[src/inc/ocp_cfg.svh]
// Bit positions, reset values and prescale counts of the output compare block
`ifndef OCP_CFG_SVH
`define OCP_CFG_SVH

// ****************************************
// Channel control word layout
// ****************************************
`define OCP_MODE_LSB 0
`define OCP_MODE_MSB 2
`define OCP_TSEL_BIT 3
`define OCP_FLT_BIT 4
`define OCP_SIDL_BIT 13

// ****************************************
// Timer control word layout
// ****************************************
`define OCP_TON_BIT 15
`define OCP_PS_LSB 4
`define OCP_PS_MSB 5

// ****************************************
// Reset values and counts
// ****************************************
`define OCP_RST16 16'h0000
`define OCP_PS_LIM1 8'h00
`define OCP_PS_LIM8 8'h07
`define OCP_PS_LIM64 8'h3f
`define OCP_PS_LIM256 8'hff
`define OCP_FAULT_A_CHANNELS 4

`endif

[src/inc/ocp_pkg.sv]
// Types shared by the output compare block and its timebases
package ocp_pkg;

  // Channel mode field codes
  typedef enum logic [2:0] {
    OCP_OFF = 3'h0,
    OCP_LOW = 3'h1,
    OCP_HIGH = 3'h2,
    OCP_TOG = 3'h3,
    OCP_ONE = 3'h4,
    OCP_TRAIN = 3'h5,
    OCP_PWM = 3'h6,
    OCP_PWMF = 3'h7
  } ocp_mode_t;

  // Dual compare pulse sequence, one-hot
  typedef enum logic [2:0] {
    OCP_ST_DONE = 3'b001,
    OCP_ST_ARM = 3'b010,
    OCP_ST_HIGH = 3'b100
  } ocp_dual_t;

  // Software write to one channel
  typedef struct packed {
    logic [2:0] ch;
    logic ctrl_we;
    logic main_we;
    logic sec_we;
    logic [15:0] data;
  } ocp_wr_t;

  // Software write to one timebase
  typedef struct packed {
    logic tsel;
    logic period_we;
    logic control_we;
    logic [15:0] data;
  } ocp_tbwr_t;

  // Timebase state seen by the channels
  typedef struct packed {
    logic on;
    logic upd;
    logic wrap;
    logic [15:0] count;
  } ocp_tb_t;

endpackage : ocp_pkg

[src/hdl/ocp_compare.sv]
// Output compare and simple PWM channels with two shared timebases
//
// How it works
// - Each channel picks timebase a or b by control bit 3; a is default.
// - Modes 001, 010, 011 drive pin low, high, or toggle on a main match.
// - Single compare matches the main value; a wrap before it leaves the pin.
// - Mode 100 gives one pulse, mode 101 a continuous pulse train.
// - Main match starts the dual compare pulse, secondary match ends it.
// - Rewriting mode 100 arms a fresh single pulse.
// - Modes 110 and 111 are PWM; 111 adds fault protection.
// - In PWM the main register is the read-only duty latch, secondary buffers.
// - A low fault input in mode 111 floats the pin at once.
// - Control bit 4 reads back the fault state.
// - Fault clears only with fault input high and a rewrite of PWM mode.
// - PWM period is period value plus one times prescale instruction cycles.
// - After period match the next increment clears the timer and sets its flag together.
// - Each rollover sets the pin high unless duty is zero.
// - Each rollover copies the buffered duty into the duty latch.
// - Up to eight channels, each with own control, main, secondary values.
// - Single compare matches and dual compare pulse ends set the channel flag; PWM never does.
// - In idle the channel runs only with its idle-stop bit 13 clear.
// - In sleep the pin holds its level and operation resumes on wake.
`timescale 1ns/1ps
`include "ocp_cfg.svh"

module ocp_compare
  import ocp_pkg::*;
#(
  parameter int NUM_CH = 8
)
(
  input wire logic mclk,
  input wire logic rst,
  input ocp_wr_t ch_wr,
  input ocp_tbwr_t tb_wr,
  input wire logic cpu_idle,
  input wire logic cpu_sleep,
  input wire logic fault_input_a_n,
  input wire logic fault_input_b_n,
  input wire logic [NUM_CH-1:0] compare_irq_clr,
  input wire logic timebase_a_irq_clr,
  input wire logic timebase_b_irq_clr,
  output logic [NUM_CH-1:0] compare_output_pin,
  output logic [NUM_CH-1:0] compare_output_pin_oe,
  output logic [NUM_CH-1:0] compare_irq_flag,
  output logic [NUM_CH-1:0] fault_flag,
  output logic [NUM_CH-1:0][15:0] compare_control_rd,
  output logic [NUM_CH-1:0][15:0] compare_main_rd,
  output logic [NUM_CH-1:0][15:0] compare_secondary_rd,
  output logic [15:0] timer_count_a,
  output logic [15:0] timer_count_b,
  output logic timebase_a_irq_flag,
  output logic timebase_b_irq_flag
);

  // ****************************************
  // Fault input synchronisers
  // ****************************************

  logic flt_a_meta_reg;
  logic flt_a_reg;
  logic flt_b_meta_reg;
  logic flt_b_reg;

  // Two flops per fault pin, idle level high
  always_ff @(posedge mclk or posedge rst) begin
    if (rst) begin
      flt_a_meta_reg <= 1'b1;
      flt_a_reg <= 1'b1;
      flt_b_meta_reg <= 1'b1;
      flt_b_reg <= 1'b1;
    end else begin
      flt_a_meta_reg <= fault_input_a_n;
      flt_a_reg <= flt_a_meta_reg;
      flt_b_meta_reg <= fault_input_b_n;
      flt_b_reg <= flt_b_meta_reg;
    end
  end

  // ****************************************
  // Timebases
  // ****************************************

  ocp_tb_t tb_a;
  ocp_tb_t tb_b;
  logic tb_run;

  // Timers use the instruction clock, so they stop in sleep
  assign tb_run = !cpu_sleep;

  // Timebase a, the default selection
  ocp_timebase u_tb_a (
    .mclk(mclk),
    .rst(rst),
    .period_we(tb_wr.period_we && !tb_wr.tsel),
    .control_we(tb_wr.control_we && !tb_wr.tsel),
    .wdata(tb_wr.data),
    .run(tb_run),
    .irq_clr(timebase_a_irq_clr),
    .status(tb_a),
    .irq_flag(timebase_a_irq_flag)
  );

  // Timebase b
  ocp_timebase u_tb_b (
    .mclk(mclk),
    .rst(rst),
    .period_we(tb_wr.period_we && tb_wr.tsel),
    .control_we(tb_wr.control_we && tb_wr.tsel),
    .wdata(tb_wr.data),
    .run(tb_run),
    .irq_clr(timebase_b_irq_clr),
    .status(tb_b),
    .irq_flag(timebase_b_irq_flag)
  );

  assign timer_count_a = tb_a.count;
  assign timer_count_b = tb_b.count;

  // ****************************************
  // Compare channels
  // ****************************************

  for (genvar i = 0; i < NUM_CH; i++) begin : g_ch
    localparam logic [2:0] IDX = 3'(i);

    ocp_mode_t mode_reg;
    logic tsel_reg;
    logic sidl_reg;
    logic [15:0] compare_main_reg;
    logic [15:0] compare_secondary_reg;
    logic pin_reg;
    logic fault_reg;
    logic irq_reg;
    ocp_dual_t dual_reg;

    logic pin_next;
    ocp_dual_t dual_next;
    logic [15:0] main_next;
    logic event_hit;

    // Write decode for this channel
    wire sel = (ch_wr.ch == IDX);
    wire ctrl_we = ch_wr.ctrl_we && sel;
    wire main_we = ch_wr.main_we && sel;
    wire sec_we = ch_wr.sec_we && sel;
    wire [2:0] new_mode = ch_wr.data[`OCP_MODE_MSB:`OCP_MODE_LSB];

    // Mode decode
    wire pwm_m = (mode_reg == OCP_PWM) || (mode_reg == OCP_PWMF);
    wire new_pwm = (new_mode == OCP_PWM) || (new_mode == OCP_PWMF);
    wire new_dual = (new_mode == OCP_ONE) || (new_mode == OCP_TRAIN);

    // Timebase selection
    ocp_tb_t tb;
    assign tb = tsel_reg ? tb_b : tb_a;

    // Halt in sleep, and in idle when asked to stop there
    wire run = !cpu_sleep && !(cpu_idle && sidl_reg);

    // Match strobes on each new count value
    wire hit_m = run && tb.upd && (tb.count == compare_main_reg);
    wire hit_s = run && tb.upd && (tb.count == compare_secondary_reg);
    wire wrap = run && tb.wrap;

    // Fault pin group and fault state
    wire flt_low = (i < `OCP_FAULT_A_CHANNELS) ? !flt_a_reg : !flt_b_reg;
    wire flt_set = (mode_reg == OCP_PWMF) && flt_low;
    wire flt_clr = ctrl_we && new_pwm && !flt_low;

    // Pin, pulse sequence and duty latch next values
    always_comb begin
      pin_next = pin_reg;
      dual_next = dual_reg;
      main_next = compare_main_reg;
      event_hit = 1'b0;
      case (mode_reg)
        OCP_OFF: begin
          pin_next = 1'b0;
        end
        OCP_LOW: begin
          if (hit_m) begin
            pin_next = 1'b0;
            event_hit = 1'b1;
          end
        end
        OCP_HIGH: begin
          if (hit_m) begin
            pin_next = 1'b1;
            event_hit = 1'b1;
          end
        end
        OCP_TOG: begin
          if (hit_m) begin
            pin_next = !pin_reg;
            event_hit = 1'b1;
          end
        end
        OCP_ONE, OCP_TRAIN: begin
          case (dual_reg)
            OCP_ST_ARM: begin
              if (hit_m) begin
                pin_next = 1'b1;
                dual_next = OCP_ST_HIGH;
              end
            end
            OCP_ST_HIGH: begin
              if (hit_s) begin
                pin_next = 1'b0;
                event_hit = 1'b1;
                dual_next = (mode_reg == OCP_TRAIN) ? OCP_ST_ARM : OCP_ST_DONE;
              end
            end
            OCP_ST_DONE: begin
              pin_next = 1'b0;
            end
            default: begin
              dual_next = OCP_ST_DONE;
            end
          endcase
        end
        OCP_PWM, OCP_PWMF: begin
          if (wrap) begin
            main_next = compare_secondary_reg;
            pin_next = (compare_secondary_reg != `OCP_RST16);
          end else if (hit_m) begin
            pin_next = 1'b0;
          end
        end
        default: begin
          pin_next = pin_reg;
        end
      endcase
    end

    // Control, compare values and pin state
    always_ff @(posedge mclk or posedge rst) begin
      if (rst) begin
        mode_reg <= OCP_OFF;
        tsel_reg <= 1'b0;
        sidl_reg <= 1'b0;
        compare_main_reg <= `OCP_RST16;
        compare_secondary_reg <= `OCP_RST16;
        pin_reg <= 1'b0;
        dual_reg <= OCP_ST_DONE;
      end else begin
        pin_reg <= pin_next;
        compare_main_reg <= main_next;
        dual_reg <= dual_next;
        if (ctrl_we) begin
          mode_reg <= ocp_mode_t'(new_mode);
          tsel_reg <= ch_wr.data[`OCP_TSEL_BIT];
          sidl_reg <= ch_wr.data[`OCP_SIDL_BIT];
          if (new_dual) dual_reg <= OCP_ST_ARM;
        end
        if (main_we && !pwm_m) compare_main_reg <= ch_wr.data;
        if (sec_we) compare_secondary_reg <= ch_wr.data;
      end
    end

    // Sticky fault and compare flags, set wins over clear
    always_ff @(posedge mclk or posedge rst) begin
      if (rst) begin
        fault_reg <= 1'b0;
        irq_reg <= 1'b0;
      end else begin
        fault_reg <= flt_set || (fault_reg && !flt_clr);
        irq_reg <= (event_hit && !pwm_m) || (irq_reg && !compare_irq_clr[i]);
      end
    end

    // Pin floats at once on a fault, and while the channel is off
    assign compare_output_pin[i] = pin_reg;
    assign compare_output_pin_oe[i] = (mode_reg != OCP_OFF) && !fault_reg && !flt_set;
    assign compare_irq_flag[i] = irq_reg;
    assign fault_flag[i] = fault_reg;

    // Readback words
    always_comb begin
      compare_control_rd[i] = `OCP_RST16;
      compare_control_rd[i][`OCP_MODE_MSB:`OCP_MODE_LSB] = mode_reg;
      compare_control_rd[i][`OCP_TSEL_BIT] = tsel_reg;
      compare_control_rd[i][`OCP_FLT_BIT] = fault_reg;
      compare_control_rd[i][`OCP_SIDL_BIT] = sidl_reg;
    end
    assign compare_main_rd[i] = compare_main_reg;
    assign compare_secondary_rd[i] = compare_secondary_reg;
  end

endmodule : ocp_compare

[src/hdl/ocp_timebase.sv]
// One 16-bit timebase with prescaler, period register and interrupt flag
`timescale 1ns/1ps
`include "ocp_cfg.svh"

module ocp_timebase
  import ocp_pkg::*;
(
  input wire logic mclk,
  input wire logic rst,
  input wire logic period_we,
  input wire logic control_we,
  input wire logic [15:0] wdata,
  input wire logic run,
  input wire logic irq_clr,
  output ocp_tb_t status,
  output logic irq_flag
);

  logic [15:0] count_reg;
  logic [15:0] period_reg;
  logic on_reg;
  logic [1:0] ps_sel_reg;
  logic [7:0] ps_cnt_reg;
  logic upd_reg;
  logic wrap_reg;
  logic irq_reg;
  logic [7:0] ps_lim;
  logic step;
  logic at_end;

  // Prescale terminal count
  assign ps_lim = (ps_sel_reg == 2'h0) ? `OCP_PS_LIM1 :
                  (ps_sel_reg == 2'h1) ? `OCP_PS_LIM8 :
                  (ps_sel_reg == 2'h2) ? `OCP_PS_LIM64 : `OCP_PS_LIM256;
  assign step = on_reg && run && (ps_cnt_reg == ps_lim);
  assign at_end = (count_reg == period_reg);

  // Count, clear at period, flag the rollover
  always_ff @(posedge mclk or posedge rst) begin
    if (rst) begin
      count_reg <= `OCP_RST16;
      period_reg <= `OCP_RST16;
      on_reg <= 1'b0;
      ps_sel_reg <= 2'h0;
      ps_cnt_reg <= 8'h00;
      upd_reg <= 1'b0;
      wrap_reg <= 1'b0;
      irq_reg <= 1'b0;
    end else begin
      if (period_we) period_reg <= wdata;
      if (control_we) begin
        on_reg <= wdata[`OCP_TON_BIT];
        ps_sel_reg <= wdata[`OCP_PS_MSB:`OCP_PS_LSB];
      end
      if (!on_reg || step) ps_cnt_reg <= 8'h00;
      else if (run) ps_cnt_reg <= ps_cnt_reg + 8'h01;
      if (step) count_reg <= at_end ? `OCP_RST16 : count_reg + 16'h0001;
      upd_reg <= step;
      wrap_reg <= step && at_end;
      irq_reg <= (step && at_end) || (irq_reg && !irq_clr); // Set wins
    end
  end

  assign status = '{on: on_reg, upd: upd_reg, wrap: wrap_reg, count: count_reg};
  assign irq_flag = irq_reg;

endmodule : ocp_timebase

[config.mk]
export PLATFORM = sky130hd
export DESIGN_NAME = ocp_compare
export DESIGN_NICKNAME = d
export VERILOG_FILES = /design/src/inc/ocp_pkg.sv /design/src/hdl/ocp_compare.sv /design/src/hdl/ocp_timebase.sv
export VERILOG_INCLUDE_DIRS = /design/src /design/src/inc
export SDC_FILE = /design/constraint.sdc
export NUM_CORES = 1
export LEC_CHECK = 0
export BUFFER_PORTS_ARGS = -buffer_cell sky130_fd_sc_hd__buf_2
export CAP_MARGIN = 25
export CORE_UTILIZATION = 55
export DETAILED_ROUTE_END_ITERATION = 10
export MAX_ROUTING_LAYER = met4
export PLACE_DENSITY = 0.76
export SYNTH_ARGS = -nofsm -noshare
export SYNTH_HDL_FRONTEND = slang
export SYNTH_SLANG_ARGS = --single-unit
[constraint.sdc]
create_clock -name mclk -period 33.1 [get_ports mclk]
set_input_delay 4.965 -clock mclk [delete_from_list [all_inputs] [get_ports mclk]]
set_output_delay 4.965 -clock mclk [all_outputs]
set_load 0.05 [all_outputs]
== Word level (Yosys, flattened, before mapping) ==
Cells that the tools add are included.

* RAM bits: 0
* Output and inout bits: 450
* Memories kept: 0
* Logic and storage cells: 758
* Bits in latches: 0
* Register bits after elaboration: 440
* Memory bits (read-only): 0
* Input bits: 57

* Shift operators: 0
* Order comparisons: 0
* Divide/modulo/power cells: 0
* Add/sub/neg operators: 4
* Multiply operators: 0
* Reductions and logical operators: 333
* Bitwise logic cells: 0
* Multiplexer cells: 188
* Equal/unequal tests: 141

{| class="wikitable"
|+ Operator list
! cell !! number
|-
| 16-bit two-way mux || 26
|-
| 16-bit equality test || 18
|-
| 1-bit logical AND || 156
|-
| 3-bit equality test, second input constant || 48
|-
| 18-bit two-way mux || 8
|-
| 16-bit nonzero test || 8
|-
| 3-bit two-way mux || 40
|-
| 8-bit two-way mux || 10
|-
| 3-bit by 2-bit equality test with 1-bit output, second input constant || 26
|-
| 3-bit case mux with 3 select lines || 8
|-
| 1-bit logical NOT || 64
|-
| 1-bit two-way mux || 64
|-
| 3-bit by 1-bit equality test with 1-bit output, second input constant || 17
|-
| 1-bit case mux with 6 select lines || 8
|-
| 16-bit by 1-bit adder with 16-bit output, second input constant || 2
|-
| 4-bit by 2-bit != test with 1-bit output, second input constant || 8
|-
| 2-bit nonzero test || 16
|-
| 2-bit OR reduction || 16
|-
| 1-bit logical OR || 30
|-
| 3-bit logical NOT || 9
|-
| 3-bit != test, second input constant || 8
|-
| 1-bit case mux with 3 select lines || 8
|-
| 3-bit AND reduction || 8
|-
| 3-bit nonzero test || 8
|-
| other kinds (11) || 52
|}

== Logic depth before layout (Yosys ltp) ==
* Depth in word-level cells: 10
* Gate-level depth with buffers: 10
* Gate-level depth less buffers: 9

== Hierarchy ==
Synthesis repeated with hierarchy kept, for this count alone.

* Cells, all modules: 2,617
* Area total of the unflattened synthesis: 26,133.8 µm²

{| class="wikitable"
|+ Modules (own cells, without submodules)
! module !! cells an instance !! area an instance (µm²) !! seq. area each (µm²) !! instances
|-
| ocp_compare || 2,197 || 21,474.3 || 8,723.4 || 1
|-
| ocp_timebase || 210 || 2,329.7 || 1,151.1 || 2
|}

== Least setup slack after synthesis ==
OpenSTA, ideal clock, no wires.

* Kind: flip-flop to output port
* From: reg g_ch[2].mode_reg[2]
* To: out compare_output_pin_oe[2]
* Stages on the path, launching flop included: 4
* Buffers on the path: 0
* Arrival time: 2.237 ns
* Path slack: 25.898 ns
* Data required time: 28.135 ns
* Cell sequence: dfrtp_1 > and2_1 > a31oi_1 > a21boi_0

* Word-level cells in the longest chain between the ends: 4
* Elaborated cells on any way between the ends: 6
* Classes of those cells: 1 x eq/ne; 5 x reduce/logical

{| class="wikitable"
|+ RTL lines
! element !! line !! text
|-
| start, declared || ocp_compare.sv:127 || <nowiki>ocp_mode_t mode_reg;</nowiki>
|-
| start signal, assigned || ocp_compare.sv:251 || <nowiki>mode_reg <= ocp_mode_t'(new_mode);</nowiki>
|-
| 3-bit equality test || ocp_compare.sv:168 || <nowiki>wire flt_set = (mode_reg == OCP_PWMF) && flt_low;</nowiki>
|-
| 1-bit logical AND || ocp_compare.sv:168 ||
|-
| 1-bit logical NOT || ocp_compare.sv:274 || <nowiki>assign compare_output_pin_oe[i] = (mode_reg != OCP_OFF) && !fault_reg && !flt_set;</nowiki>
|-
| 1-bit logical AND * || ocp_compare.sv:274 ||
|-
| end, declared || ocp_compare.sv:44 || <nowiki>output logic [NUM_CH-1:0] compare_output_pin_oe,</nowiki>
|}

Mark *: on every way between the ends. The rest lies on a longest branch, timed or not.

== Worst setup path in the final report ==
* From: reg g_ch[1].mode_reg[2]
* To: out compare_output_pin_oe[1]

* Word-level cells in the longest chain between the ends: 4
* Elaborated cells on any way between the ends: 6
* Classes of those cells: 1 x eq/ne; 5 x reduce/logical

{| class="wikitable"
|+ RTL lines
! element !! line
|-
| start, declared || ocp_compare.sv:127
|-
| start signal, assigned || ocp_compare.sv:251
|-
| 3-bit equality test || ocp_compare.sv:168
|-
| 1-bit logical AND || ocp_compare.sv:168
|-
| 1-bit logical NOT || ocp_compare.sv:274
|-
| 1-bit logical AND * || ocp_compare.sv:274
|}

Marks and branches as above.

==> results.txt <==
Status = completed
DRC = 0
FF-to-FF Start = g_ch[6].tsel_reg$_DFFE_PP0P_
Vias per inst = 6.37
First-pass GRT wire length = 143000 µm
R2R cell count = 8
WHS Path Cells = 0
FF/Latch Area = 11000 µm²
Hold path endpoint = flt_b_reg$_DFF_PP1_
WHS = 358 ps
Critical path, cell by cell = and2_1 > a31oi_1 > o31a_1 > buf_2
RSZ-0062 raised after global routing = no
Final setup viols = 0
Critical path data arrival time = 2290 ps
Synth Area in Simple Gates = 16.2%
Dpl cell area = 27900 µm²
Final Non-Filler Cells = 3619
Min Tclk post-route = 7260 ps
Adder-cell area share of the yosys netlist = 0.194%
Worst R2R End = g_ch[6].dual_reg[2]$_DFF_PP0_
Worst-margin pin slew = 1060 ps
RD Place Congestion = 0.986
Worst Clk Skew = 21.7 ps
Mapped Cells = 2618
Initial antenna violation count = 2
Ys async rst share = 100%
R2r setup slk = 29770 ps
Total gr overflow = 0
Critical path peak fanout = 11
Clk sink count = 440
EDFF count, synth = 0
Clk root buf = clkbuf_16
Mapped Area = 25800 µm²
Data required, critical path = 28130 ps
Wire per inst = 27.3 µm
# H-tree levels = 2
DIE AREA = 47700 µm²
Yosys Warn Count = 0
Endpoint class of the critical path = output port
Total negative setup slack = 0 ps
Combinational family with the most area after synthesis = simple AND/OR/NAND/NOR gates
Routed WL = 98900 µm
Setup Buffers After CTS = 0
CP max stage cell = dfrtp_1
Synthesis-to-finish area growth = 15.4%
Post-route ant nets = 0
PwrDens = 74.6 nW/µm²
VDD IR max = 0.0000525 V
Tot Pwr = 2.22 mW
Die height = 219 µm
Overall Global Routing Usage = 42.2%
Die W = 219 µm
Startpoint types = flip-flop
Post-CTS Resized = 0
Nets = 3040
Core region area = 45800 µm²
FILL cells = 3701
FF+latch count, synth = 440
Syn_area_per_cell = 9.85 µm²
Via count = 23100
Synth area leader = dfrtp_1
Hold Fails Final Rpt = 0
Initial drt markers = 2739
Multi-input logic area = 13300 µm²
CTS Hold Bufs = 0
Placed Cells = 3514
XOR/XNOR Fraction of Synth Area = 11.4%
Placed wire-length estimate = 67300 µm
Initial Util = 56.3%
CP peak stage delay = 530 ps
Clock-pin slew on the worst setup and hold paths = 60 ps
Lkg Pwr = 13.7 nW
Hold_sp = flt_b_meta_reg$_DFF_PP1_
Tightest Hold Check Type = reg -> reg
CTS tree = done
Max-slew violation count = 0
1st-pass router iterations = 6
Post-synth cell types = 78
Worst skew pair latency = 610 ps
TritonCTS buffer count = 49
Largest net degree at the start of global routing = 153
Maximum buffer depth of the clock tree = 3
Design area = 29700 µm²
Rows = 78
Port bufs = 426
Fmax achieved = 0.138 GHz
Mux share of post-synthesis cell area = 13.8%
Synth top area cells = dfrtp_1, mux2_2, xnor2_1, nand2_1, mux2i_1
Post-synth top area share = 41.5%
Synth Area in Compound Gates = 8.78%
Rel. slew slack = 29.4%
Layout cells sized above 1 = 27.1%
Final period util = 21.9%
Seq/Total Area, Yosys = 42.8%
Ports = 507
Vias in the first global route = 22100
Kind of critical path = reg -> out
Max_cap viols = 0
Dominant synthesized flop cell = dfrtp_1
[worst max-delay path: cells and delay by family (launching register included)]
kind / cells / cell delay [ps]
compound gates: 2 / 570
buf+inv: 1 / 280
flops: 1 / 530
simple gates: 1 / 290
[logic make-up after synthesis]
family | Yosys count
fa+ha+maj | 4
mux | 332
other cells | 1
compound gates | 330
simple gates | 872
buf+inv | 302
flops | 440
xor+xnor | 337
[stage by stage]
step	setup WS (ps)	util, %
floorplan	15900	-
global placement	25790	60.8
detailed placement	25660	60.9
CTS	25850	64.5
global route	25830	65.0
finish	25840	65.0
[synth_stat cells, types with 5 or more instances]
cell type / instances
mux2i_1: 143
a21oi_1: 51
a22oi_1: 133
and2_1: 5
nand2b_1: 33
nor2b_1: 31
dfrtp_1: 428
mux2_2: 188
o21ai_0: 46
buf_1: 6
o31a_1: 5
or2_2: 10
o22ai_1: 6
o21bai_1: 6
a211oi_1: 11
a211o_1: 8
inv_1: 30
dfstp_2: 12
buf_2: 10
nand2_1: 391
and3_1: 11
a21o_1: 8
xor2_1: 132
nor4_1: 86
o31ai_1: 7
buf_6: 5
nor2_1: 138
and4_1: 9
a21boi_0: 5
nand3_1: 25
clkbuf_1: 107
a31oi_1: 16
xnor2_1: 205
nor3b_1: 7
or3_1: 10
nor3_1: 39
buf_4: 138
nand4_1: 50
[power breakdown]
group	switching (mW)	internal (mW)
logic	0.603	0.242
registers	0.167	0.636
clock network	0.230	0.341
total	1.00	1.22
[routing by layer]
layer  global-route usage (%)  part of all wire [%]
met1                     53.4                    37
met2                     61.4                    44
met4                     27.3                   7.2
met5                        -                     0
met3                     8.52                    11
[how the worst max path moves through the flow]
stage                                                    endpoint                            start  slack [ps]  cells after the start
after floorplan           g_ch[0].compare_main_reg[0]$_DFFE_PP0P_                              rst       15900                      1
after global placement                g_ch[2].pin_reg$_DFFE_PP0P_                        cpu_sleep       25790                      8
after detailed placement              g_ch[2].pin_reg$_DFFE_PP0P_                        cpu_sleep       25660                      8
after CTS                                compare_output_pin_oe[1]  g_ch[1].mode_reg[2]$_DFFE_PP0P_       25850                      4
after global routing                     compare_output_pin_oe[5]              flt_b_reg$_DFF_PP1_       25830                      4
final                                    compare_output_pin_oe[1]  g_ch[1].mode_reg[2]$_DFFE_PP0P_       25840                      4
[placed cells by master (no fill, tap or decap), types with 46 or more instances in the layout]
cell type and count:
clkbuf_16 51, xnor2_1 205, buf_4 65, buf_2 427, dfrtp_1 428, mux2i_1 143
nand2_1 391, a21oi_1 51, conb_1 80, mux2_2 188, nand4_1 50, o21ai_0 46
nor2_1 138, nor4_1 86, a22oi_1 133, xor2_1 132
[area by class of cell]
type / count / share of cell area [%]
well taps: 600 / 2.52
clock inverters: 13 / 0.677
flip-flops and latches: 440 / 37.1
repair buffers: 502 / 9.52
diodes: 3 / 0.0252
clock buffers: 75 / 4.90
inverters: 31 / 0.433
multi-input cells: 1955 / 44.9
Power figures use the tool's default switching activity.
